File: config.mk
export PLATFORM = sky130hd
export DESIGN_NAME = scmc_top
export DESIGN_NICKNAME = d
export VERILOG_FILES = /design/src/verilog/scmc_pkg.sv /design/src/verilog/scmc_deser.sv /design/src/verilog/scmc_fifo.sv /design/src/verilog/scmc_top.sv
export SDC_FILE = /design/constraint.sdc
export NUM_CORES = 1
export LEC_CHECK = 0
export ABC_AREA = 1
export BUFFER_PORTS_ARGS = -buffer_cell sky130_fd_sc_hd__buf_2
export CELL_PAD_IN_SITES_DETAIL_PLACEMENT = 1
export CELL_PAD_IN_SITES_GLOBAL_PLACEMENT = 2
export CORE_AREA = 2 2 247 249
export DETAILED_ROUTE_END_ITERATION = 7
export DIE_AREA = 0 0 249 251
export GPL_TIMING_DRIVEN = 0
export HOLD_SLACK_MARGIN = 0.03
export MAX_ROUTING_LAYER = met4
export PLACE_DENSITY = 0.8
export REMOVE_ABC_BUFFERS = 1
export SLEW_MARGIN = 15
export SYNTH_ARGS = -nofsm -noshare
export SYNTH_HDL_FRONTEND = slang
export SYNTH_SLANG_ARGS = --single-unit
File: constraint.sdc
create_clock -name sys_clk_in -period 2.7 [get_ports sys_clk_in]
set_input_delay 0.54 -clock sys_clk_in [delete_from_list [all_inputs] [get_ports sys_clk_in]]
set_output_delay 0.54 -clock sys_clk_in [all_outputs]
set_load 0.05 [all_outputs]
File: src/verilog/scmc_pkg.sv
/*
  Package for the configuration mode controller: mode states, load scheme
  encodings, frame sizes and timing counts.
  Assumes a single 25 MHz system clock and a synchronous active-high reset.
*/
package scmc_pkg;

  // System clock rate and the derived reconfiguration budget.
  localparam int unsigned CLK_HZ          = 25_000_000;
  localparam int unsigned RECFG_MAX_MS    = 100;
  localparam int unsigned RECFG_MAX_CYC   = (CLK_HZ / 1000) * RECFG_MAX_MS;

  // Length of the initialization phase in cycles (register reset, then I/O enable).
  localparam int unsigned INIT_RST_CYC    = 4;
  localparam int unsigned INIT_IO_CYC     = 4;

  // Configuration image size in bits; a small default keeps simulations short.
  localparam int unsigned CFG_BITS        = 64;
  localparam int unsigned CFG_WORD_W      = 8;
  localparam int unsigned FIFO_DEPTH      = 32;

  // Cycles per bit in the unclocked serial scheme, sampled at the end of each bit time counted from the start low.
  localparam int unsigned ASYNC_BIT_CYC   = 8;

  // Loading scheme selection.
  localparam logic [1:0] SCHEME_MEMORY    = 2'h0;
  localparam logic [1:0] SCHEME_CLOCKED   = 2'h1;
  localparam logic [1:0] SCHEME_UNCLOCKED = 2'h2;

  // Top-level mode states, one-hot.
  typedef enum logic [4:0] {
    SCMC_POWERUP = 5'b0_0001,
    SCMC_LOAD    = 5'b0_0010,
    SCMC_INITRST = 5'b0_0100,
    SCMC_INITIO  = 5'b0_1000,
    SCMC_USER    = 5'b1_0000
  } scmc_mode_t;

endpackage

File: src/verilog/scmc_deser.sv
/*
  Serial front end: takes one data bit per scheme-specific strobe and packs
  bits LSB first into words for the FIFO.
  Assumes all inputs synchronous to the system clock; the serial clock is an
  ordinary sampled input and is edge-detected here.
*/
module scmc_deser #(
  parameter int unsigned WORD_W  = 8,
  parameter int unsigned BIT_CYC = 8
) (
  input  wire logic              sys_clk_in,
  input  wire logic              sys_rst_in,
  input  wire logic              enable_in,
  input  wire logic [1:0]        scheme_in,
  input  wire logic              ser_clk_in,
  input  wire logic              ser_data_in,
  input  wire logic              ser_start_n_in,
  output logic [WORD_W-1:0]      word_out,
  output logic                   word_valid_out,
  input  wire logic              word_ready_in,
  output logic                   stall_out
);

  localparam int unsigned BW = $clog2(WORD_W) + 1;
  localparam int unsigned CW = $clog2(BIT_CYC) + 1;

  typedef struct packed {
    logic              clk_d;
    logic [WORD_W-1:0] shift;
    logic [BW-1:0]     nbits;
    logic              busy;
    logic [CW-1:0]     tick;
  } scmc_deser_state_t;

  scmc_deser_state_t st;
  scmc_deser_state_t next_st;
  logic              strobe;

  assign word_out       = st.shift;
  assign word_valid_out = (st.nbits == BW'(WORD_W));
  assign stall_out      = word_valid_out && !word_ready_in;

  // Strobe choice: the clocked schemes shift on a rising serial clock, the
  // unclocked one on a bit-time counter started by a low start bit.
  always_comb begin
    next_st       = st;
    next_st.clk_d = ser_clk_in;
    strobe        = 1'b0;
    if (scheme_in == scmc_pkg::SCHEME_UNCLOCKED) begin
      if (!st.busy) begin
        if (enable_in && !ser_start_n_in) begin
          next_st.busy = 1'b1;
          next_st.tick = '0;
        end
      end else if (st.tick == CW'(BIT_CYC - 1)) begin
        next_st.tick = '0;
        strobe       = 1'b1;
      end else begin
        next_st.tick = st.tick + CW'(1);
      end
    end else begin
      strobe = ser_clk_in && !st.clk_d;
    end
    // A full word blocks further bits until the FIFO takes it.
    if (word_valid_out && word_ready_in) begin
      next_st.nbits = '0;
    end
    if (strobe && enable_in && !word_valid_out) begin
      next_st.shift = {ser_data_in, st.shift[WORD_W-1:1]};
      next_st.nbits = st.nbits + BW'(1);
      if (st.nbits == BW'(WORD_W - 1)) begin
        next_st.busy = 1'b0;
      end
    end
    if (!enable_in) begin
      next_st.nbits = '0;
      next_st.busy  = 1'b0;
    end
  end

  // State register.
  always_ff @(posedge sys_clk_in) begin
    if (sys_rst_in) begin
      st <= '0;
    end else begin
      st <= next_st;
    end
  end

endmodule

File: src/verilog/scmc_fifo.sv
/*
  Synchronous FIFO between the serial deserialiser and configuration storage.
  Assumes one clock; writes are refused while full, reads while empty.
*/
module scmc_fifo #(
  parameter int unsigned WIDTH = 8,
  parameter int unsigned DEPTH = 32
) (
  input  wire logic             sys_clk_in,
  input  wire logic             sys_rst_in,
  input  wire logic             flush_in,
  input  wire logic [WIDTH-1:0] wr_data_in,
  input  wire logic             wr_valid_in,
  output logic                  wr_ready_out,
  output logic [WIDTH-1:0]      rd_data_out,
  output logic                  rd_valid_out,
  input  wire logic             rd_ready_in
);

  localparam int unsigned AW = $clog2(DEPTH);

  typedef struct packed {
    logic [DEPTH-1:0][WIDTH-1:0] mem;
    logic [AW-1:0]               wptr;
    logic [AW-1:0]               rptr;
    logic [AW:0]                 count;
  } scmc_fifo_state_t;

  scmc_fifo_state_t st;
  scmc_fifo_state_t next_st;
  logic             do_wr;
  logic             do_rd;

  // Honest flags straight from the occupancy count.
  assign wr_ready_out = (st.count != (AW+1)'(DEPTH));
  assign rd_valid_out = (st.count != '0);
  assign rd_data_out  = st.mem[st.rptr];
  assign do_wr        = wr_valid_in && wr_ready_out;
  assign do_rd        = rd_valid_out && rd_ready_in;

  // Pointer and count update; a flush empties the buffer for a new load.
  always_comb begin
    next_st = st;
    if (do_wr) begin
      next_st.mem[st.wptr] = wr_data_in;
      next_st.wptr         = (st.wptr == AW'(DEPTH - 1)) ? '0 : st.wptr + AW'(1);
    end
    if (do_rd) begin
      next_st.rptr = (st.rptr == AW'(DEPTH - 1)) ? '0 : st.rptr + AW'(1);
    end
    next_st.count = st.count + (AW+1)'(do_wr) - (AW+1)'(do_rd);
    if (flush_in) begin
      next_st.wptr  = '0;
      next_st.rptr  = '0;
      next_st.count = '0;
    end
  end

  // State register.
  always_ff @(posedge sys_clk_in) begin
    if (sys_rst_in) begin
      st <= '0;
    end else begin
      st <= next_st;
    end
  end

endmodule

File: src/verilog/scmc_top.sv
/*
  Configuration mode controller: power-up load, initialization and user mode,
  pin-forced reconfiguration and chain enable hand-off.
  Assumes all pins synchronous to sys_clk_in; the user logic and I/O pads sit
  outside and obey the reset, enable and output-enable levels given here.
  The image is not checked for errors: a bad word
  still leads to user mode, and guarding against
  that is left to whatever produced the image.
  A much shorter reconfiguration budget may be set
  for simulation through the watchdog parameter.
  Scheme pins are expected to stay put during a load.
*/
// Operation
// Storage is volatile, so every reset starts in command mode and user mode needs a fresh full load.
// Right after loading, an initialization phase resets user registers, then enables I/O, then runs.
// All I/O stays high impedance from power-up through loading and is driven only after initialization; the code drives it from the I/O-enable phase on.
// There are two top-level modes: command mode (load and initialize) and user mode.
// A low pulse on the reconfigure pin returns the device to command mode for a new load and restart.
// A full reconfiguration must finish under 100 ms, and a watchdog flags an overrun.
// Three load schemes are supported: serial memory, clocked serial and unclocked serial.
// Devices chain by wiring each chain enable output to the next device's chain enable input.
// Data is ignored while chain enable input is high, and chain enable output goes low once loading ends.
// In command mode user registers stay in reset and user outputs are blocked until initialization ends; the code enables them in the I/O-enable phase.
module scmc_top #(
  parameter int unsigned CFG_BITS      = scmc_pkg::CFG_BITS,
  parameter int unsigned WORD_W        = scmc_pkg::CFG_WORD_W,
  parameter int unsigned DEPTH         = scmc_pkg::FIFO_DEPTH,
  parameter int unsigned RECFG_MAX_CYC = scmc_pkg::RECFG_MAX_CYC
) (
  input  wire logic                sys_clk_in,
  input  wire logic                sys_rst_in,
  input  wire logic                reconfig_n_in,
  input  wire logic [1:0]          scheme_in,
  input  wire logic                chain_enable_in_n,
  input  wire logic                ser_clk_in,
  input  wire logic                ser_data_in,
  input  wire logic                ser_start_n_in,
  output logic                     chain_enable_out_n,
  output logic                     mem_select_out,
  output logic                     load_busy_out,
  output logic                     load_done_out,
  output logic                     user_rst_out,
  output logic                     user_io_oe_out,
  output logic                     user_mode_out,
  output logic                     timeout_out,
  output logic [CFG_BITS-1:0]      cfg_image_out
);

  // NW is the number of words in one image.
  // The word counter and the watchdog carry a
  // spare bit, so each can hold its end value
  // and compare against it without wrapping.
  // IW only has to reach the longer init phase.
  localparam int unsigned NW  = CFG_BITS / WORD_W;
  localparam int unsigned WCW = $clog2(NW) + 1;
  localparam int unsigned TW  = $clog2(RECFG_MAX_CYC) + 1;
  localparam int unsigned IW  = 4;

  // Whole controller state in one record. The
  // mode steers everything else; the image keeps
  // words in arrival order, word 0 lowest; the
  // counters time the load, the init phases and
  // the watchdog. The single bits other than rcfg_d are registered
  // copies of the outputs, so no pin can glitch.
  typedef struct packed {
    scmc_pkg::scmc_mode_t   mode;
    logic [NW-1:0][WORD_W-1:0] image;
    logic [WCW-1:0]         nwords;
    logic [IW-1:0]          init_cnt;
    logic [TW-1:0]          wdog;
    logic                   rcfg_d;
    logic                   chain_out_n;
    logic                   mem_sel;
    logic                   busy;
    logic                   done;
    logic                   urst;
    logic                   ioe;
    logic                   umode;
    logic                   tout;
  } scmc_top_state_t;

  // Only the register process writes st, and
  // only the sequencer writes next_st.
  scmc_top_state_t st;
  scmc_top_state_t next_st;

  // Stream from the front end through the FIFO
  // to the image store. Ready flows backwards,
  // so a stalled stage keeps its word, but bits
  // that reach a stalled front end are dropped.
  logic              ds_en;
  logic [WORD_W-1:0] ds_word;
  logic              ds_valid;
  logic              ds_ready;
  logic [WORD_W-1:0] ff_word;
  logic              ff_valid;
  logic              ff_ready;
  logic              flush;

  // Legal scheme codes. The fourth code loads
  // nothing on purpose, so that a host can park
  // a device in command mode.
  function automatic logic scheme_ok(input logic [1:0] s);
    scheme_ok = (s == scmc_pkg::SCHEME_MEMORY) || (s == scmc_pkg::SCHEME_CLOCKED) ||
                (s == scmc_pkg::SCHEME_UNCLOCKED);
  endfunction

  // Chain gating. While the chain enable input
  // is high it is not this device's turn: the
  // bits on the shared line belong to a device
  // further up the chain, so the front end is
  // held off and any partial word is dropped.
  // Bits flow only while loading and selected by the chain.
  assign ds_en    = (st.mode == scmc_pkg::SCMC_LOAD) && !chain_enable_in_n && scheme_ok(scheme_in);
  assign flush    = (st.mode != scmc_pkg::SCMC_LOAD);
  assign ff_ready = (st.mode == scmc_pkg::SCMC_LOAD) && (st.nwords != WCW'(NW));

  // Serial front end. It sees the scheme pins
  // directly, so its strobe source follows them
  // at once. Changing the scheme mid-load spoils
  // the word in flight but cannot hang anything.
  scmc_deser #(
    .WORD_W  (WORD_W),
    .BIT_CYC (scmc_pkg::ASYNC_BIT_CYC)
  ) u_deser (
    .sys_clk_in     (sys_clk_in),
    .sys_rst_in     (sys_rst_in),
    .enable_in      (ds_en),
    .scheme_in      (scheme_in),
    .ser_clk_in     (ser_clk_in),
    .ser_data_in    (ser_data_in),
    .ser_start_n_in (ser_start_n_in),
    .word_out       (ds_word),
    .word_valid_out (ds_valid),
    .word_ready_in  (ds_ready),
    .stall_out      ()
  );

  // Buffer between the bit rate and the store.
  // The store takes a word whenever it has room,
  // so this seldom holds more than one; but the
  // serial side cannot pause its sender, so the
  // front end must always find room at once.
  // It is flushed outside the load phase, so a
  // restarted load never sees stale words.
  scmc_fifo #(
    .WIDTH (WORD_W),
    .DEPTH (DEPTH)
  ) u_fifo (
    .sys_clk_in   (sys_clk_in),
    .sys_rst_in   (sys_rst_in),
    .flush_in     (flush),
    .wr_data_in   (ds_word),
    .wr_valid_in  (ds_valid),
    .wr_ready_out (ds_ready),
    .rd_data_out  (ff_word),
    .rd_valid_out (ff_valid),
    .rd_ready_in  (ff_ready)
  );

  // Mode sequencer. Reset lands in power-up so nothing runs on stale storage.
  // A full copy of the record is taken first,
  // so every field holds unless a branch below
  // changes it, and no latch can creep in.
  always_comb begin
    next_st        = st;
    // Last pin level for the edge detect. It
    // resets to the idle level: no false edge.
    next_st.rcfg_d = reconfig_n_in;

    // Normal life runs down this case: power-up,
    // load, register reset, I/O enable, user.
    // The watchdog and the reconfigure edge come
    // after it, so they override its transitions.
    case (st.mode)
      // One cycle to clear the count and raise
      // busy; nothing stored earlier is trusted.
      scmc_pkg::SCMC_POWERUP: begin
        next_st.mode   = scmc_pkg::SCMC_LOAD;
        next_st.nwords = '0;
        next_st.busy   = 1'b1;
        next_st.done   = 1'b0;
      end

      // Words are stored as they leave the FIFO.
      // When the last has landed, the chain output
      // falls and the next device may load.
      scmc_pkg::SCMC_LOAD: begin
        if (ff_valid && ff_ready) begin
          next_st.image[st.nwords[WCW-2:0]] = ff_word;
          next_st.nwords                    = st.nwords + WCW'(1);
        end
        // Decided on the registered count, one
        // cycle after the last word, which keeps
        // the compare off the FIFO read path.
        if (st.nwords == WCW'(NW)) begin
          next_st.mode        = scmc_pkg::SCMC_INITRST;
          next_st.busy        = 1'b0;
          next_st.done        = 1'b1;
          next_st.chain_out_n = 1'b0;
          next_st.init_cnt    = '0;
        end
      end

      // First phase: registers in reset and I/O
      // tri-stated, so the logic starts from known
      // values before any pin can be driven.
      scmc_pkg::SCMC_INITRST: begin
        next_st.init_cnt = st.init_cnt + IW'(1);
        // Counted from zero, so the phase is exact.
        if (st.init_cnt == IW'(scmc_pkg::INIT_RST_CYC - 1)) begin
          next_st.mode     = scmc_pkg::SCMC_INITIO;
          next_st.ioe      = 1'b1;
          next_st.init_cnt = '0;
        end
      end

      // Second phase: pads are driven while the
      // registers are still in reset, so they
      // settle before the logic moves them.
      scmc_pkg::SCMC_INITIO: begin
        next_st.init_cnt = st.init_cnt + IW'(1);
        // Counted from zero, like the first phase.
        if (st.init_cnt == IW'(scmc_pkg::INIT_IO_CYC - 1)) begin
          next_st.mode  = scmc_pkg::SCMC_USER;
          next_st.urst  = 1'b0;
          next_st.umode = 1'b1;
          next_st.wdog  = '0;
        end
      end

      // Lasts until a reconfigure edge or reset.
      scmc_pkg::SCMC_USER: begin
        next_st.umode = 1'b1;
      end

      // An illegal code means an upset: reload.
      default: begin
        next_st.mode = scmc_pkg::SCMC_POWERUP;
      end
    endcase

    // Watchdog over a forced reconfiguration; stops once user mode is back.
    // It runs from reset too, so a missing or
    // stuck source is caught at power-up. The
    // flag is sticky until a reconfigure edge or
    // reset, so a slow host cannot miss it.
    if (st.mode != scmc_pkg::SCMC_USER && st.wdog != TW'(RECFG_MAX_CYC)) begin
      next_st.wdog = st.wdog + TW'(1);
    end
    if (st.wdog == TW'(RECFG_MAX_CYC) && st.mode != scmc_pkg::SCMC_USER) begin
      next_st.tout = 1'b1;
    end

    // A falling edge of the reconfigure pin forces command mode from anywhere.
    // It sits last so that it wins over all of
    // the above. A request mid-word is harmless:
    // the partial word is dropped on the fresh
    // load. Only the edge acts, so holding the
    // pin low does not restart again and again.
    if (st.rcfg_d && !reconfig_n_in) begin
      next_st.mode        = scmc_pkg::SCMC_POWERUP;
      next_st.urst        = 1'b1;
      next_st.ioe         = 1'b0;
      next_st.umode       = 1'b0;
      next_st.chain_out_n = 1'b1;
      next_st.busy        = 1'b0;
      next_st.done        = 1'b0;
      next_st.wdog        = '0;
      next_st.tout        = 1'b0;
    end

    // Follows the next mode, so the select rises
    // in the cycle the load begins, not after.
    next_st.mem_sel = (next_st.mode == scmc_pkg::SCMC_LOAD) && !chain_enable_in_n &&
                      (scheme_in == scmc_pkg::SCHEME_MEMORY);
  end

  // State register; reset values are safe command-mode levels.
  // A synchronous reset keeps the record in one
  // clock domain; the price is that the clock
  // must run while reset is held.
  always_ff @(posedge sys_clk_in) begin
    if (sys_rst_in) begin
      st             <= '0;
      st.mode        <= scmc_pkg::SCMC_POWERUP;
      st.rcfg_d      <= 1'b1;
      st.chain_out_n <= 1'b1;
      st.urst        <= 1'b1;
      st.ioe         <= 1'b0;
    end else begin
      st <= next_st;
    end
  end

  // All outputs come straight from state flip-flops.
  // The pads and user logic outside rely on
  // that: a spike on the output enable would
  // briefly drive a shared net, and a spike on
  // the user reset would scramble registers.
  assign chain_enable_out_n = st.chain_out_n;
  assign mem_select_out     = st.mem_sel;
  assign load_busy_out      = st.busy;
  assign load_done_out      = st.done;
  assign user_rst_out       = st.urst;
  assign user_io_oe_out     = st.ioe;
  assign user_mode_out      = st.umode;
  assign timeout_out        = st.tout;
  assign cfg_image_out      = st.image;

endmodule
### After elaboration in Yosys (flattened, before gate mapping)

Cells that the tools add are included.

| word-level totals | value |
|---|---|
| register bits after elaboration | 399 |
| input bits | 9 |
| output and inout bits | 72 |
| logic and storage cells | 183 |

| cells by class | value |
|---|---|
| add/subtract/negate cells | 9 |
| magnitude comparators | 5 |
| eq/ne operators | 24 |
| mux-type cells | 38 |
| bitwise gates (word level) | 1 |
| reduce and logical (&&, ||, !) cells | 45 |

Operators by type and width:

| cell | count |
|---|---|
| $bwmux 256 | 1 |
| $mux 23 | 3 |
| $bwmux 64 | 1 |
| $mux 5 | 9 |
| $bmux 8 s5 | 1 |
| $demux 8 s5 | 1 |
| $pmux 5 s5 | 1 |
| $demux 8 s3 | 1 |
| $mux 4 | 6 |
| $mux 8 | 3 |
| $add 23x1->23 const B | 1 |
| $eq 23x22->1 const B | 1 |
| $ne 23x22->1 const B | 1 |
| $reduce_and 2->1 | 10 |
| $add 4x1->4 const B | 4 |
| $logic_and 1x1->1 | 16 |
| $eq 5x5->1 const B | 3 |
| $lt 5x6->1 const B | 2 |
| $pmux 4 s3 | 1 |
| $reduce_bool 2->1 | 6 |
| $add 5x1->5 const B | 2 |
| $eq 5x2->1 const B | 2 |
| $eq 4x3->1 const B | 2 |
| $eq 4x4->1 const B | 2 |
| 29 further kinds | 42 |

### Depth between registers and ports, before layout

| depth | value |
|---|---|
| word-level depth | 10 |
| depth in mapped cells | 18 |
| mapped depth without buffers | 17 |

### Hierarchy

Synthesis repeated with hierarchy kept, for this count alone.

| second synthesis, totals | value |
|---|---|
| cells, all modules | 3,008 |
| area, all modules | 19,636.3 um^2 |

By module, submodules not included:

| module | times used | cells an instance | area an instance (um^2) | sequential area each (um^2) |
|---|---|---|---|---|
| scmc_fifo | 1 | 2,100 | 13,220.2 | 5,445.2 |
| scmc_top | 1 | 782 | 5,460.2 | 2,182.1 |
| scmc_deser | 1 | 126 | 955.9 | 360.3 |

### Worst setup path before layout

Ideal clock, no wire load.

| path | value |
|---|---|
| path type | reg-to-reg |
| start point | register st[36] (netlist name) |
| end point | register u_fifo.st[4] (netlist name) |
| setup time | 0.123 ns |
| data arrival time | 2.615 ns |
| data required time | 2.577 ns |
| setup slack | -0.038 ns |
| cell stages (with the launch flop) | 19 |
| buffers on the path | 1 |
| clock period less this slack | 2.738 ns |
| cell sequence | dfxtp_1 buf_2 clkinv_1 ha_1 nand2_1 nor2_1 nor2_4 nand2_4 inv_2 ha_1 inv_1 ha_1 fa_1 nand2_1 inv_1 o21ai_0 nand2_1 nand2_1 a21oi_1 |

| between the ends | value |
|---|---|
| word-level cells in the longest chain between the ends | 4 |

Ends and longest elaborated chain:

| what | RTL line | source |
|---|---|---|
| from (decl) | scmc_top.sv:84 | `scmc_top_state_t st;` |
| from (signal assigned) | scmc_top.sv:292 | `st <= next_st;` |
| $ne 4x4->1 | scmc_top.sv:116 | `assign ff_ready = (st.mode == scmc_pkg::SCMC_LOAD) && (st.nwords != WCW'(NW));` |
| $logic_and 1x1->1 | scmc_top.sv:116 |  |
| $logic_and 1x1->1 | scmc_fifo.sv:39 | `assign do_rd = rd_valid_out && rd_ready_in;` |
| via u_fifo.do_rd | scmc_fifo.sv:32 | `logic do_rd;` |
| $sub 6x1->6 | scmc_fifo.sv:51 | `next_st.count = st.count + (AW+1)'(do_wr) - (AW+1)'(do_rd);` |
| to (signal assigned) | scmc_fifo.sv:64 | `st <= next_st;` |
| to (decl) | scmc_fifo.sv:29 | `scmc_fifo_state_t st;` |

The timed path passes the listed nets, and every way through them passes these cells.
A chain may end at the register's enable or synchronous reset.

### Final worst setup path

| path | value |
|---|---|
| start point | register st[37] (netlist name) |
| end point | register u_fifo.st[4] (netlist name) |

Same word-level chain as after synthesis.

==> flow_results.org <==
** Status
- Status :: complete, no violations

** Timing
- Max-Slew Margin vs Limit :: 0.274
- Fmax :: between 300 and 400 MHz
- The count of pins over their slew limit came to 0.
- Clock period minus final worst setup slack :: 2660 ps
- Worst hold margin :: approximately 160 ps
- Aggregate negative setup slack :: 0 ps
- Setup violations remaining at the end of the flow were counted as 0.
- Hold Vio Cnt, Final :: 0
- Dividing the final minimum period by the clock period gives 0.986.
- Worst Tran Pin Value :: about 1100 ps
- Setup repair after global routing could not meet its margin everywhere.
- The clock arrives with 34.1 ps of skew.

** Synth
- Biggest area contributors in the synthesized netlist :: dfxtp_1 (42%), nand2_1 (12%), nor2_1 (10%)
- Sequential element share of the synthesized area :: 0.420
- The synthesized design spends more area on one cell type than any other, namely dfxtp_1.
- Top cells by count, synth :: nand2_1 (595), nor2_1 (522), dfxtp_1 (399)
- Gate Count Post-Synth :: between 2,000 and 3,000
- In this run the cell area of the synthesized design comes to 19,000 sq um.
- The number of different library cells used by synthesis comes to 41.
- The average instance in the mapped netlist occupies between 6 and 7 sq um.
- FFs w/ async S/R, synth :: 0
- Top_reg_cell synth :: dfxtp_1
- Count of state elements after synthesis :: 399
- During synthesis, Yosys emitted a total of 0 warnings.
- Yosys instantiated no cell more often than nand2_1.
- In this run, synthesis inferred 0 flip-flops with an integrated enable.
- Post-synth top area share :: 0.420

** CTS
- At the later pin of the worst-skew pair, clock insertion delay measures ~600 ps.
- Counting every sink on the clock net gives 399.
- Worst-path clk slew :: roughly 60 ps
- The number of clock buffers added by TritonCTS is 47.
- H-tree depth reported by CTS :: 2
- The tree is rooted in a clkbuf_16.
- TritonCTS built the clock tree.
- Max clock buf depth :: 3

** Power
- Combinational fraction of design power :: 0.021
- Of the total power, the share spent switching nets is 0.223.
- Internal power comes to about 10 mW.
- Summed over all nets, the switching power comes to 2.87 mW.
- Highest ir drop seen on vdd :: between 300 and 400 uV
- Total leakage power :: roughly 8.8 nW
- Power density over the cells :: roughly 600 nW/um^2
- The share of total power dissipated in sequential elements is 0.459.
- The share of total power dissipated in the clock network is 0.520.

** Critical path
- Along the worst path, the maximum fanout reaches 5.
- The critical path goes through inv_1, ha_1, nand2_1, nor2_4, nor2_4, nand2_4, inv_4, ha_1, inv_1, ha_1, fa_1, nand2_1, inv_1, o21ai_2, nand2_1, nand2_1, a21oi_1.
- STA classifies the critical path startpoint as a register.
- For the worst setup path, the data required time is ~3200 ps.
- Endpoint of the lowest-slack register-to-register path :: u_fifo.st[4]$_SDFF_PP0_
- The critical path starts at st[37]$_SDFFE_PP0P_.
- The most critical setup path has its endpoint at u_fifo.st[4]$_SDFF_PP0_.
- On the critical path, the stage with the largest delay is an instance of fa_1.
- The startpoint identified for the worst register-to-register timing path is st[37]$_SDFFE_PP0P_.
- The largest single stage delay on the critical path is 390 ps.
- The worst setup path is captured at a register.
- By instance count, the cell type seen most on the critical path is nand2_1.
- Worst EP arrival :: 3140 ps
- R2r setup slk :: 40 ps
- The worst setup path is of the register to register kind.
- Cells on worst reg2reg path :: 17

** Global route
- The initial antenna violation count was 0.
- The first global-routing pass estimated a little over 100 mm of wire.
- Entering global routing, the biggest net connects 156 pins.
- Overflow after GRT :: 0
- Overall routing resource usage :: 0.217
- The number of global-route vias before repair was about 18,000.

** Finish
- After routing the design area is approximately 22,000 sq um.
- Final #Nets :: between 2,000 and 3,000
- The number of antenna diodes in the final layout is 0.
- Of the cells placed in the final design, the portion with a size suffix greater than 1 is 0.104.
- Compared with the post-synthesis result, the final layout area differs by 14.1%.

** Route
- Summed over all layers, the routed wires come to ~67 mm.
- In this run the remaining antenna-violating nets after routing total 0.
- Drt pass-1 iters :: 5
- Routed length per instance :: between 15 and 20 microns
- Number of DRC markers in iteration 0 :: around 1,100
- Dividing the detail-routed via count by the number of cells gives 5.02.
- Via Count :: ~18,000
- In the routed design, unresolved DRC markers number 0.

** Floorplanning
- Die Footprint :: between 60,000 and 70,000 sq um
- The floorplan has 90 rows.
- For this configuration, the core starts out at a cell density of 0.318.
- The core region is between 50,000 and 60,000 sq um.
- The floorplan step set the die height to approximately 250 microns.
- In this run the horizontal extent of the chip is around 250 microns.
- I/O pin cnt :: 81

** Hold path
- Classification of the worst-slack hold path :: input port to register

** Placement
- Buffers placed on the I/O ports in this run total 80.
- Post-Place Cell Area :: 19,800 sq um
- RePlAce Congestion :: 0.794
- Half-perimeter wire length after placement :: 44.2 mm

** Job
- Max-Cap Viols :: 0
-- repair_timing --
action,in CTS,in global routing
hold endpoints to repair,0,0
gates cloned,3,0
resized for setup,21,16
pin swaps,2,2
hold buffers,0,0
endpoints found under the setup margin,95,71
setup buffers,4,2
-- metrics by stage --
step,power [mW],worst slack [ps],cells,utilization
2_1_floorplan,6.20,-2230,2640,-
3_3_place_gp,6.31,-6860,3502,0.324
3_5_place_dp,6.31,-743,3517,0.331
4_1_cts,13.0,0.920,3610,0.362
5_1_grt,13.3,-126,3612,0.363
6_report,12.9,37.6,3612,0.363
-- critical path: cells and delay by family (launching register included) --
family	cells	cell delay, ps
DFF	1	350
and+or+nand+nor	7	660
adders and majority gates	4	1040
AOI/OAI and AO/OA	2	190
buffers and inverters	4	300
-- cells by family after synthesis --
family                     share of synthesized area
AOI/OAI and AO/OA                              0.124
xor gates and xnor gates                     0.00414
adders and majority gates                     0.0168
buffers and inverters                          0.108
DFF                                            0.420
and+or+nand+nor                                0.328
-- layer usage --
metal	GRT usage	share of wire	vias to the layer above
met5	-	0	-
met4	0.0734	0.030	0
met3	0.0264	0.038	105
met2	0.352	0.46	327
met1	0.279	0.47	8807
li1	-	-	8905
-- power by group through the flow --
stage	combinational (mW)	sequential (mW)	clock, mW
after floorplan	0.158	6.04	0
after global placement	0.267	6.04	0
after detailed placement	0.268	6.04	0
after CTS	0.270	5.91	6.84
after global routing	0.303	5.90	7.08
final	0.268	5.91	6.69
-- sequential cells by signal (all words and copies together), names as in the netlist --
signal,flops
u_deser.st,10
user_mode_out,1
u_fifo.st,272
u_deser.word_out,8
load_busy_out,1
mem_select_out,1
st,37
load_done_out,1
user_io_oe_out,1
chain_enable_out_n,1
cfg_image_out,64
user_rst_out,1
timeout_out,1
-- worst min-delay path by stage --
stage | startpoint | endpoint | slack, ps | cells after the start
floorplan | u_fifo.st[176]$_SDFFE_PP0P_ | u_fifo.st[176]$_SDFFE_PP0P_ | 430 | 2
global placement | chain_enable_out_n$_SDFFE_PP1P_ | chain_enable_out_n$_SDFFE_PP1P_ | 430 | 2
detailed placement | chain_enable_out_n$_SDFFE_PP1P_ | chain_enable_out_n$_SDFFE_PP1P_ | 440 | 2
CTS | reconfig_n_in | st[8]$_SDFF_PP1_ | 130 | 3
global route | reconfig_n_in | st[8]$_SDFF_PP1_ | 150 | 3
finish | ser_clk_in | u_deser.st[17]$_SDFF_PP0_ | 160 | 3
-- cell type report --
class / count / area, sq um
flip-flops and latches: 399 / 8010
inverters: 269 / 1060
multi-input cells: 1972 / 9120
well taps: 782 / 978
repair buffers: 104 / 951
fillers: 7528 / 38100
clock buffers: 72 / 1390
clock inverters: 14 / 210
-- cells in the final DEF (no fill, tap or decap), drive strengths merged --
cell type and n:
a211oi 3, a21o 1, a21oi 194, a31o 2, a31oi 1, buf 101, bufbuf 3, bufinv 5
clkbuf 72, clkinv 18, clkinvlp 1, dfxtp 399, fa 1, ha 24, inv 259, nand2 606
nand3 296, nand3b 1, nand4 16, nor2 535, nor3 12, nor3b 1, nor4 1, o21a 2
o21ai 256, o21bai 2, o22ai 1, o31ai 1, or2 7, xor2 9
No activity file was read; power rests on OpenSTA's default activity.
